`src/include/vp_disable_pkg.sv`:
```
package vp_disable_pkg;
    // ==========================================
    // Core geometry
    localparam int NUM_VP = 4;
    localparam int VP_ID_W = 2;
    localparam int DATA_W = 32;
    localparam int DEST_W = 5;

    // ==========================================
    // Instruction encoding
    localparam logic [5:0] MAJOR_GROUP_A = 6'h00;
    localparam logic [4:0] RSVD_FIELD_ZERO = 5'h00;
    localparam logic [9:0] DISABLE_MINOR = 10'h065;
    localparam logic [9:0] ENABLE_MINOR = 10'h165;
    localparam logic [5:0] MINOR_GROUP = 6'h3C;
    localparam int MAJOR_HI = 31;
    localparam int MAJOR_LO = 26;
    localparam int RSVD_HI = 25;
    localparam int RSVD_LO = 21;
    localparam int DEST_HI = 20;
    localparam int DEST_LO = 16;
    localparam int MINOR_HI = 15;
    localparam int MINOR_LO = 6;
    localparam int POOL_HI = 5;
    localparam int POOL_LO = 0;

    // ==========================================
    // Thread control register layout
    localparam int DISABLED_BIT = 0;
    localparam logic [DATA_W-1:0] THREAD_CTRL_RESET = 32'h0000_0000;

    // ==========================================
    // Sequencer states
    typedef enum logic [2:0] {
        ST_IDLE = 3'b000,
        ST_DRAIN = 3'b001,
        ST_WRITEBACK = 3'b010,
        ST_ENABLE = 3'b011
    } seq_state_e;
endpackage

```
`src/include/vp_ctrl_if.sv`:
```
`timescale 1ns/1ps
// Per-target hold controls between the sequencer and the target gate
interface vp_ctrl_if;
    import vp_disable_pkg::*;
    logic [NUM_VP-1:0] hold;
    logic [NUM_VP-1:0] fetch_stop;
    logic [NUM_VP-1:0] irq_mask;
    modport seq (output hold, input fetch_stop, input irq_mask);
    modport gate (input hold, output fetch_stop, output irq_mask);
endinterface

```
`src/hdl/virtual_processor_disable_ctrl.sv`:
```
// The strobed register port and the placing of the registers were left to the implementer.
`timescale 1ns/1ps
//
// Contract
// - Decode opcode, minor and pool fields exactly
// - Old control value to register before flag
// - Stop fetch on all other processors
// - Retire only after others drain
// - Cancel prefetches and table walks on others
// - Act as full barrier toward others
// - Set flag only after others stopped
// - Sleeping processor ignores interrupts until enable
// - After enable, sleeper waits as before
// - Paused processor stays stopped until enable
// - After enable, paused resumes waiting flag
// - Enable restarts others with state intact
// - State loss while disabled is undefined
// - No-op when flag already set
// - Mask interrupts without touching enable bit
// - Deferred exceptions never restart target
// - Issuing processor stays interruptible
// - External enable cannot restart disabled one
// - Enable never overrides external fetch disable
// - Act only as oldest unretired instruction
// - No-op without multithreading present
// - Unusable coprocessor raises exception instead
module virtual_processor_disable_ctrl
    import vp_disable_pkg::*;
(
    input wire logic clk_sys,
    input wire logic reset,
    input wire logic insn_valid,
    input wire logic [DATA_W-1:0] insn,
    input wire logic insn_oldest,
    input wire logic [VP_ID_W-1:0] issuer_id,
    input wire logic cop_access_ok,
    input wire logic multithread_present_flag,
    input wire logic [NUM_VP-1:0] outstanding,
    input wire logic [NUM_VP-1:0] prefetch_busy,
    input wire logic [NUM_VP-1:0] store_pending,
    input wire logic [NUM_VP-1:0] ext_fetch_enable,
    output logic insn_retire,
    output logic insn_stall,
    output logic cop_unusable,
    output logic gpr_we,
    output logic [DEST_W-1:0] gpr_waddr,
    output logic [DATA_W-1:0] gpr_wdata,
    output logic [NUM_VP-1:0] fetch_allow,
    output logic [NUM_VP-1:0] irq_block,
    output logic [NUM_VP-1:0] prefetch_kill,
    output logic [NUM_VP-1:0] barrier_req,
    output logic threads_disabled_flag
);
    // ==========================================
    // Declarations
    seq_state_e state;
    seq_state_e next_state;
    logic is_disable;
    logic is_enable;
    logic [DEST_W-1:0] dest_reg_field;
    logic [DEST_W-1:0] dest_hold;
    logic [DATA_W-1:0] thread_control_reg;
    logic [DATA_W-1:0] old_ctrl;
    logic [NUM_VP-1:0] others;
    logic [NUM_VP-1:0] hold;
    logic [NUM_VP-1:0] ext_meta;
    logic [NUM_VP-1:0] ext_sync;
    logic start;
    logic take_dis;
    logic take_en;
    logic nop_req;
    logic trap_req;
    logic drained;
    vp_ctrl_if ctl();

    vp_insn_decode u_dec (
        .insn(insn),
        .is_disable(is_disable),
        .is_enable(is_enable),
        .dest_reg_field(dest_reg_field)
    );

    vp_target_gate u_gate (
        .clk_sys(clk_sys),
        .reset(reset),
        .ctl(ctl)
    );

    assign ctl.hold = hold;
    assign thread_control_reg = {{(DATA_W-1){1'b0}}, threads_disabled_flag};

    // ==========================================
    // Request qualification
    always_comb begin
        start = insn_valid && insn_oldest && (state == ST_IDLE) &&
                !insn_retire && !cop_unusable; // Answered request is not taken twice
        trap_req = start && (is_disable || is_enable) && !cop_access_ok;
        take_dis = start && is_disable && cop_access_ok && multithread_present_flag &&
                   !threads_disabled_flag;
        take_en = start && is_enable && cop_access_ok && multithread_present_flag;
        nop_req = start && (is_disable || is_enable) && cop_access_ok && !take_dis && !take_en;
        others = ~({{(NUM_VP-1){1'b0}}, 1'b1} << issuer_id);
        drained = ((outstanding | prefetch_busy | store_pending) & others) == '0;
    end

    // Next state of the sequencer
    always_comb begin
        next_state = state;
        case (state)
            ST_IDLE: begin
                if (take_dis) begin
                    next_state = ST_DRAIN;
                end else if (take_en) begin
                    next_state = ST_ENABLE;
                end
            end
            ST_DRAIN: begin
                if (drained) begin
                    next_state = ST_WRITEBACK;
                end
            end
            ST_WRITEBACK: next_state = ST_IDLE;
            ST_ENABLE: next_state = ST_IDLE;
            default: next_state = ST_IDLE;
        endcase
    end

    // State register
    always_ff @(posedge clk_sys or posedge reset) begin
        if (reset) begin
            state <= ST_IDLE;
        end else begin
            state <= next_state;
        end
    end

    // Capture destination and old control value when a disable is accepted
    always_ff @(posedge clk_sys or posedge reset) begin
        if (reset) begin
            dest_hold <= 5'h00;
            old_ctrl <= THREAD_CTRL_RESET;
        end else if (take_dis) begin
            dest_hold <= dest_reg_field;
            old_ctrl <= thread_control_reg;
        end
    end

    // Hold mask on the other processors; only enable releases it
    // No copy of target state is kept; a power loss there leaves enable undefined
    always_ff @(posedge clk_sys or posedge reset) begin
        if (reset) begin
            hold <= '0;
        end else if (take_dis) begin
            hold <= others;
        end else if (state == ST_ENABLE) begin
            hold <= '0;
        end
    end

    // Disabled flag set after drain, cleared by enable
    always_ff @(posedge clk_sys or posedge reset) begin
        if (reset) begin
            threads_disabled_flag <= THREAD_CTRL_RESET[DISABLED_BIT];
        end else if (state == ST_DRAIN && drained) begin
            threads_disabled_flag <= 1'b1;
        end else if (state == ST_ENABLE) begin
            threads_disabled_flag <= 1'b0;
        end
    end

    // External fetch enable synchroniser
    always_ff @(posedge clk_sys or posedge reset) begin
        if (reset) begin
            ext_meta <= '0;
            ext_sync <= '0;
        end else begin
            ext_meta <= ext_fetch_enable;
            ext_sync <= ext_meta;
        end
    end

    // Fetch permission and interrupt blocking outputs
    always_ff @(posedge clk_sys or posedge reset) begin
        if (reset) begin
            fetch_allow <= '0;
            irq_block <= '0;
            prefetch_kill <= '0;
            barrier_req <= '0;
        end else begin
            fetch_allow <= ext_sync & ~ctl.fetch_stop & ~hold & ~(take_dis ? others : '0);
            irq_block <= ctl.irq_mask | hold | (take_dis ? others : '0);
            prefetch_kill <= (state == ST_DRAIN) ? hold : '0;
            barrier_req <= (state == ST_DRAIN) ? hold : '0;
        end
    end

    // Retire, trap and register write-back
    always_ff @(posedge clk_sys or posedge reset) begin
        if (reset) begin
            insn_retire <= 1'b0;
            insn_stall <= 1'b0;
            cop_unusable <= 1'b0;
            gpr_we <= 1'b0;
            gpr_waddr <= 5'h00;
            gpr_wdata <= THREAD_CTRL_RESET;
        end else begin
            insn_retire <= (state == ST_WRITEBACK) || (state == ST_ENABLE) || nop_req;
            insn_stall <= (next_state == ST_DRAIN) || (next_state == ST_WRITEBACK);
            cop_unusable <= trap_req;
            gpr_we <= (state == ST_WRITEBACK) && (dest_hold != 5'h00);
            gpr_waddr <= dest_hold;
            gpr_wdata <= old_ctrl;
        end
    end

    // ==========================================
    // Checks
    a_flag_after_drain: assert property (@(posedge clk_sys) disable iff (reset)
        $rose(threads_disabled_flag) |-> $past(state) == ST_DRAIN && $past(drained))
        else $error("flag set before drain");
    a_noop_when_set: assert property (@(posedge clk_sys) disable iff (reset)
        (start && is_disable && threads_disabled_flag) |=> state == ST_IDLE)
        else $error("disable acted while flag set");
    a_issuer_free: assert property (@(posedge clk_sys) disable iff (reset)
        take_dis |=> !hold[$past(issuer_id)])
        else $error("issuer held");
    a_no_retire_drain: assert property (@(posedge clk_sys) disable iff (reset)
        (state == ST_DRAIN && !drained) |=> !insn_retire)
        else $error("retired before drain");
    a_gpr_zero_dest: assert property (@(posedge clk_sys) disable iff (reset)
        gpr_we |-> gpr_waddr != 5'h00 && gpr_wdata[DISABLED_BIT] == 1'b0)
        else $error("bad write-back");
    a_ext_no_restart: assert property (@(posedge clk_sys) disable iff (reset)
        (hold != '0 && state != ST_ENABLE) |=> ##1 (fetch_allow & hold) == '0)
        else $error("held processor fetching");
    a_enable_clears: assert property (@(posedge clk_sys) disable iff (reset)
        take_en |=> ##1 !threads_disabled_flag && hold == '0)
        else $error("enable did not clear");
    a_no_mt_noop: assert property (@(posedge clk_sys) disable iff (reset)
        (start && !multithread_present_flag) |=> state == ST_IDLE && $stable(hold))
        else $error("acted without multithreading");
    a_cop_trap: assert property (@(posedge clk_sys) disable iff (reset)
        (start && is_disable && !cop_access_ok) |=> cop_unusable && state == ST_IDLE)
        else $error("no coprocessor trap");

    // ==========================================
    // Checks on holding the other processors
    a_take_holds: assert property (@(posedge clk_sys) disable iff (reset)
        take_dis |=> hold == $past(others))
        else $error("hold not applied");

    a_fetch_cut: assert property (@(posedge clk_sys) disable iff (reset)
        take_dis |=> (fetch_allow & $past(others)) == '0)
        else $error("fetch not cut at take");

    a_held_no_fetch: assert property (@(posedge clk_sys) disable iff (reset)
        (hold != '0) |=> (fetch_allow & $past(hold)) == '0)
        else $error("held processor allowed to fetch");

    a_held_irq_masked: assert property (@(posedge clk_sys) disable iff (reset)
        (hold != '0) |=> (irq_block & $past(hold)) == $past(hold))
        else $error("held processor interruptible");

    a_issuer_irq_free: assert property (@(posedge clk_sys) disable iff (reset)
        take_dis |=> !irq_block[$past(issuer_id)])
        else $error("issuer interrupts blocked");

    a_hold_stays: assert property (@(posedge clk_sys) disable iff (reset)
        (hold != '0 && state != ST_ENABLE) |=> $stable(hold))
        else $error("hold released without enable");

    a_gate_follows_hold: assert property (@(posedge clk_sys) disable iff (reset)
        ctl.fetch_stop == $past(hold) && ctl.irq_mask == $past(hold))
        else $error("gate lost the hold mask");

    // ==========================================
    // Checks on the drain and retire
    a_kill_in_drain: assert property (@(posedge clk_sys) disable iff (reset)
        (state == ST_DRAIN) |=> prefetch_kill == $past(hold))
        else $error("prefetch not cancelled");

    a_barrier_in_drain: assert property (@(posedge clk_sys) disable iff (reset)
        (state == ST_DRAIN) |=> barrier_req == $past(hold))
        else $error("barrier not requested");

    a_kill_idle_low: assert property (@(posedge clk_sys) disable iff (reset)
        (state != ST_DRAIN) |=> prefetch_kill == '0 && barrier_req == '0)
        else $error("cancel outside drain");

    a_stall_drain: assert property (@(posedge clk_sys) disable iff (reset)
        (state == ST_DRAIN || state == ST_WRITEBACK) |-> insn_stall)
        else $error("no stall while draining");

    a_stall_idle: assert property (@(posedge clk_sys) disable iff (reset)
        (state == ST_IDLE && !take_dis) |=> !insn_stall)
        else $error("stall without disable");

    a_retire_after_wb: assert property (@(posedge clk_sys) disable iff (reset)
        (state == ST_WRITEBACK) |=> insn_retire && !insn_stall)
        else $error("no retire after write-back");

    a_flag_before_wb: assert property (@(posedge clk_sys) disable iff (reset)
        (state == ST_WRITEBACK) |-> threads_disabled_flag)
        else $error("flag not set at write-back");

    a_wb_dest: assert property (@(posedge clk_sys) disable iff (reset)
        (state == ST_WRITEBACK && dest_hold != 5'h00) |=> gpr_we && gpr_waddr == $past(dest_hold))
        else $error("old value not written");

    a_no_we_zero: assert property (@(posedge clk_sys) disable iff (reset)
        (state == ST_WRITEBACK && dest_hold == 5'h00) |=> !gpr_we)
        else $error("write to register zero");

    // ==========================================
    // Checks on enable and refused requests
    a_enable_release: assert property (@(posedge clk_sys) disable iff (reset)
        (state == ST_ENABLE) |=> hold == '0 && insn_retire)
        else $error("enable did not release");

    a_fetch_restored: assert property (@(posedge clk_sys) disable iff (reset)
        (state == ST_ENABLE) |=> ##2 ((($past(ext_sync) & ~fetch_allow) == '0) || $past(take_dis)))
        else $error("fetch not restored");

    a_ext_gates_fetch: assert property (@(posedge clk_sys) disable iff (reset)
        (fetch_allow & ~$past(ext_sync)) == '0)
        else $error("fetch without external enable");

    a_not_oldest: assert property (@(posedge clk_sys) disable iff (reset)
        (state == ST_IDLE && !insn_oldest) |=> state == ST_IDLE && !insn_retire && !cop_unusable)
        else $error("acted while not oldest");

    a_trap_no_change: assert property (@(posedge clk_sys) disable iff (reset)
        trap_req |=> state == ST_IDLE && $stable(hold) && $stable(threads_disabled_flag))
        else $error("trap changed state");

    a_trap_no_retire: assert property (@(posedge clk_sys) disable iff (reset)
        trap_req |=> !insn_retire && !gpr_we)
        else $error("trapped instruction retired");

    a_nop_retire: assert property (@(posedge clk_sys) disable iff (reset)
        nop_req |=> insn_retire && !gpr_we && $stable(hold))
        else $error("no-op misbehaved");

    a_flag_holds: assert property (@(posedge clk_sys) disable iff (reset)
        (threads_disabled_flag && state != ST_ENABLE) |=> threads_disabled_flag)
        else $error("flag cleared without enable");
endmodule // virtual_processor_disable_ctrl

```
`src/hdl/vp_insn_decode.sv`:
```
`timescale 1ns/1ps
module vp_insn_decode
    import vp_disable_pkg::*;
(
    input wire logic [DATA_W-1:0] insn,
    output logic is_disable,
    output logic is_enable,
    output logic [DEST_W-1:0] dest_reg_field
);
    logic common;

    // Field match of the disable and enable encodings
    always_comb begin
        common = (insn[MAJOR_HI:MAJOR_LO] == MAJOR_GROUP_A) &&
                 (insn[RSVD_HI:RSVD_LO] == RSVD_FIELD_ZERO) &&
                 (insn[POOL_HI:POOL_LO] == MINOR_GROUP);
        is_disable = common && (insn[MINOR_HI:MINOR_LO] == DISABLE_MINOR);
        is_enable = common && (insn[MINOR_HI:MINOR_LO] == ENABLE_MINOR);
        dest_reg_field = insn[DEST_HI:DEST_LO];
    end
endmodule // vp_insn_decode

```
`src/hdl/vp_target_gate.sv`:
```
`timescale 1ns/1ps
module vp_target_gate
    import vp_disable_pkg::*;
(
    input wire logic clk_sys,
    input wire logic reset,
    vp_ctrl_if.gate ctl
);
    // ==========================================
    // Registered per-target gating
    genvar g;
    generate
        for (g = 0; g < NUM_VP; g++) begin : g_vp
            // Hold stops fetch and masks interrupts, status bits untouched
            always_ff @(posedge clk_sys or posedge reset) begin
                if (reset) begin
                    ctl.fetch_stop[g] <= 1'b0;
                    ctl.irq_mask[g] <= 1'b0;
                end else begin
                    ctl.fetch_stop[g] <= ctl.hold[g];
                    ctl.irq_mask[g] <= ctl.hold[g];
                end
            end
        end
    endgenerate
endmodule // vp_target_gate

```
`config.mk`:
```
export PLATFORM = sky130hd
export DESIGN_NAME = virtual_processor_disable_ctrl
export DESIGN_NICKNAME = d
export VERILOG_FILES = /design/src/include/vp_disable_pkg.sv /design/src/include/vp_ctrl_if.sv /design/src/hdl/virtual_processor_disable_ctrl.sv /design/src/hdl/vp_insn_decode.sv /design/src/hdl/vp_target_gate.sv
export SDC_FILE = /design/constraint.sdc
export NUM_CORES = 1
export LEC_CHECK = 0
export CAP_MARGIN = 10
export CORE_MARGIN = 2
export CORE_UTILIZATION = 42
export CTS_CLUSTER_DIAMETER = 80
export DETAILED_ROUTE_END_ITERATION = 6
export DONT_BUFFER_PORTS = 1
export SLEW_MARGIN = 20
export SYNTH_ARGS = -nofsm -noshare
export SYNTH_HDL_FRONTEND = slang
export SYNTH_SLANG_ARGS = --single-unit
```
`constraint.sdc`:
```
create_clock -name clk_sys -period 5.65 [get_ports clk_sys]
set_clock_uncertainty 0.2 [all_clocks]
set_input_delay 1.13 -clock clk_sys [delete_from_list [all_inputs] [get_ports clk_sys]]
set_output_delay 1.13 -clock clk_sys [all_outputs]
set_load 0.03 [all_outputs]
```
==> flow_metrics.py <==
metrics = {
    "yosys": {
        "synthDominantCellAreaShare": 0.592,
        "share_of_async_settable_or_async_resettable_flops_after_synthesis": 1.00,
        "synth.yosys.warnings": 0,
        "synth_cell_type_count": 29,
        "mean_syn_cell_area_sq_um": 11.9,
        "ys_ff_latch": 48,
        "synthesis.instances": 170,
        "yosysSeqAreaShare": 0.592,
        "synthTopCellsByCount": "sky130_fd_sc_hd__dfrtp_1, sky130_fd_sc_hd__buf_4, sky130_fd_sc_hd__nand2_1",
        "post_synth_main_area_contributors": "sky130_fd_sc_hd__dfrtp_1, sky130_fd_sc_hd__buf_4, sky130_fd_sc_hd__mux2_4",
        "post-synth-top-area-cell": "sky130_fd_sc_hd__dfrtp_1",
        "synth-main-ff-cell": "sky130_fd_sc_hd__dfrtp_1",
        "mappedNetlistArea_sq_um": 2030,
        "post-synth-top-count-cell": "sky130_fd_sc_hd__dfrtp_1",
        "synth_edf_count": 0,
    },
    "global_route": {
        "antenna_violations_before_repair": 0,
        "grt.total_usage": 0.138,
        "first_pass_grt_wire_length_microns": 5420,
        "grt_max_degree": 49,
        "via_count_of_the_first_global_routing_pass": 1115,
        "gr-total-overflow": 0,
    },
    "run_status": {
        "outcome": "finished, final reports clean",
    },
    "timing": {
        "setup_ws_ps": 2770,
        "final.period_utilization": 0.509,
        "fmaxAchievable_mhz": 348,
        "worstMarginPinSlew_ps": 933,
        "tns_ps": 0,
        "post-route-min-period_ps": 2880,
        "finalHoldWorstSlack_ps": 157,
        "timing.final.hold_violations": 0,
        "final-max-slew-violation-count": 0,
        "finalSetupViolCount": 0,
        "worst_slew_margin_rel": 0.377,
        "rsz0062_at_grt": "false",
    },
    "run": {
        "drv.max_cap_violation_count": 0,
    },
    "worst_setup_path": {
        "cp.buffers_inverters": 0,
        "timing_worst_setup_path_type": "in -> reg",
        "crit_arrival_ps": 2860,
        "worstPathCellList": "nor4_1, nand4_1, or4_4, or2_1, and3_1",
        "timing.critical_path.slowest_stage_cell": "sky130_fd_sc_hd__or4_4",
        "worstPathRequired_ps": 5640,
        "timing.critical_path.from": "insn[23]",
        "end_kind": "flip-flop",
        "critPathMaxFanout": 14,
        "worst_path_dominant_cell_family": "simple AND/OR/NAND/NOR gates",
        "slowest_delay_ps": 690,
        "critical_path.reg2reg.startpoint": "cop_unusable",
        "crit_path_start_kind": "input pin",
    },
    "clock_tree": {
        "cts.reportedPaths.clkPinSlew_ps": 80,
        "cts_sinks": 48,
        "clk_latency_worst_skew_pair_ps": 290,
        "clk_path_buf_depth": 2,
        "h-tree-depth": 2,
        "cts_made_buffers": 5,
        "cts_resized": 0,
        "post-cts-setup-buffer-count": 0,
        "clock_tree.root_cell": "sky130_fd_sc_hd__clkbuf_8",
        "cts-hold-fix-buffers": 0,
        "tritoncts": "yes",
    },
    "placed_design": {
        "place_worst_setup_slack_ps": 2480,
        "placement.io_buffers": 0,
        "dpl.hpwl_microns": 2750,
        "gpl.final_weighted_congestion": 0.772,
    },
    "pwr": {
        "report.power.total_mw": 0.599,
        "p_leak_nw": 1.06,
        "pwr_density_cell_nw_per_um2": 295,
        "power.ir.vdd_worst_uv": 93.4,
    },
    "finish": {
        "drive_gt1_frac": 0.0925,
        "areaGrowthSynthToFinish_pct": 0.185,
        "utilization": 0.433,
        "nets": 228,
        "n_antenna_cell": 0,
    },
    "drt": {
        "routed_via_density": 5.04,
        "total_via_count_in_the_routed_design": 1144,
        "drt-wirelength-per-cell_microns": 15.7,
        "detailedRoute.firstPassIterationCount": 4,
        "drc": 0,
        "routed_wl_microns": 3550,
        "drtIter0Drc": 36,
        "antenna_violating_nets_post_route": 0,
    },
    "floorplanning": {
        "placement_rows": 25,
        "die_height_microns": 73.5,
        "die_width_microns": 73.5,
        "coreArea_sq_um": 4690,
        "die_area_sq_um": 5400,
        "top_level_ports": 114,
        "start_util": 0.432,
    },
    "worst_hold_path": {
        "holdCritStartpoint": "ext_meta[3]",
        "hp-class": "reg -> reg",
    },
}
[cell families after synthesis]
group                  after synthesis  share of synthesized area
AND/OR/NAND/NOR                     67                      0.191
flip-flops                          48                      0.592
buffers and inverters               40                      0.143
AO/OA/AOI/OAI                        8                     0.0296
multiplexers                         6                     0.0426
other                                1                    0.00185
[where the power goes]
group / leakage [nW] / total (mW) / switching [mW] / internal [mW]
combinational: 0.372 / 0.0413 / 0.0367 / 0.00457
clock: 0.0445 / 0.205 / 0.106 / 0.0994
sequential: 0.641 / 0.353 / 0.00476 / 0.348
[per-layer routing]
metal	vias to the layer above	GRT usage	share of wire
met3	2	0.0549	0.096
met1	560	0.152	0.35
met2	66	0.234	0.54
met4	0	0.0606	0.0090
met5	-	0	0
li1	516	-	-
[per-stage QoR]
step	area, sq um	std cells
detailed placement	1940	219
global placement	1940	219
finish	2030	227
global route	2030	227
CTS	2030	227
floorplan	2140	201
[cell usage in the layout, fill, tap and decap left out, types with 3 or more instances in the layout]
| cell type | instances |
|---|---|
| sky130_fd_sc_hd__and3_1 | 5 |
| sky130_fd_sc_hd__a21o_1 | 4 |
| sky130_fd_sc_hd__nand4_1 | 6 |
| sky130_fd_sc_hd__nor3_1 | 5 |
| sky130_fd_sc_hd__dfrtp_1 | 48 |
| sky130_fd_sc_hd__clkbuf_8 | 6 |
| sky130_fd_sc_hd__mux2_4 | 5 |
| sky130_fd_sc_hd__nor4_1 | 4 |
| sky130_fd_sc_hd__nand2_1 | 12 |
| sky130_fd_sc_hd__nand3_1 | 7 |
| sky130_fd_sc_hd__nor2_1 | 8 |
| sky130_fd_sc_hd__and2_1 | 6 |
| sky130_fd_sc_hd__conb_1 | 32 |
| sky130_fd_sc_hd__inv_1 | 3 |
[sequential cells by signal, indices dropped and copies added (netlist names), 3 cells and up]
name	cells
gpr_waddr	5
barrier_req	4
fetch_allow	4
dest_hold	5
ctl.hold	4
ext_sync	4
u_gate.ctl.fetch_stop	3
irq_block	4
ext_meta	4
state	3
[area by class of cell]
class / instances / area, sq um
Inverter: 4 / 15.0
Clock inverter: 1 / 7.51
Sequential cell: 48 / 1200
Multi-Input combinational cell: 113 / 654
Tap cell: 54 / 67.6
Fill cell: 439 / 2660
Clock buffer: 7 / 86.3
[worst register-to-register path, stage by stage, from the launching register on]
cell	delay (ps)
sky130_fd_sc_hd__dfrtp_1	510
sky130_fd_sc_hd__nor4b_1	470
sky130_fd_sc_hd__nand4_1	180
sky130_fd_sc_hd__or4_4	580
sky130_fd_sc_hd__or2_1	300
sky130_fd_sc_hd__and3_1	190
[final timing paths]
check                           slack, ps  cells past startpoint                     end
worst max-delay path                 2770                      5          fetch_allow[0]
worst min-delay path                  160                      0             ext_sync[3]
worst max register to register       3110                      5          fetch_allow[0]
worst min register to register        160                      0             ext_sync[3]
max in group asynchronous            3960                      1  u_gate.ctl.irq_mask[2]
min in group asynchronous             720                      1            gpr_wdata[0]
Power figures use the tool's default switching activity.
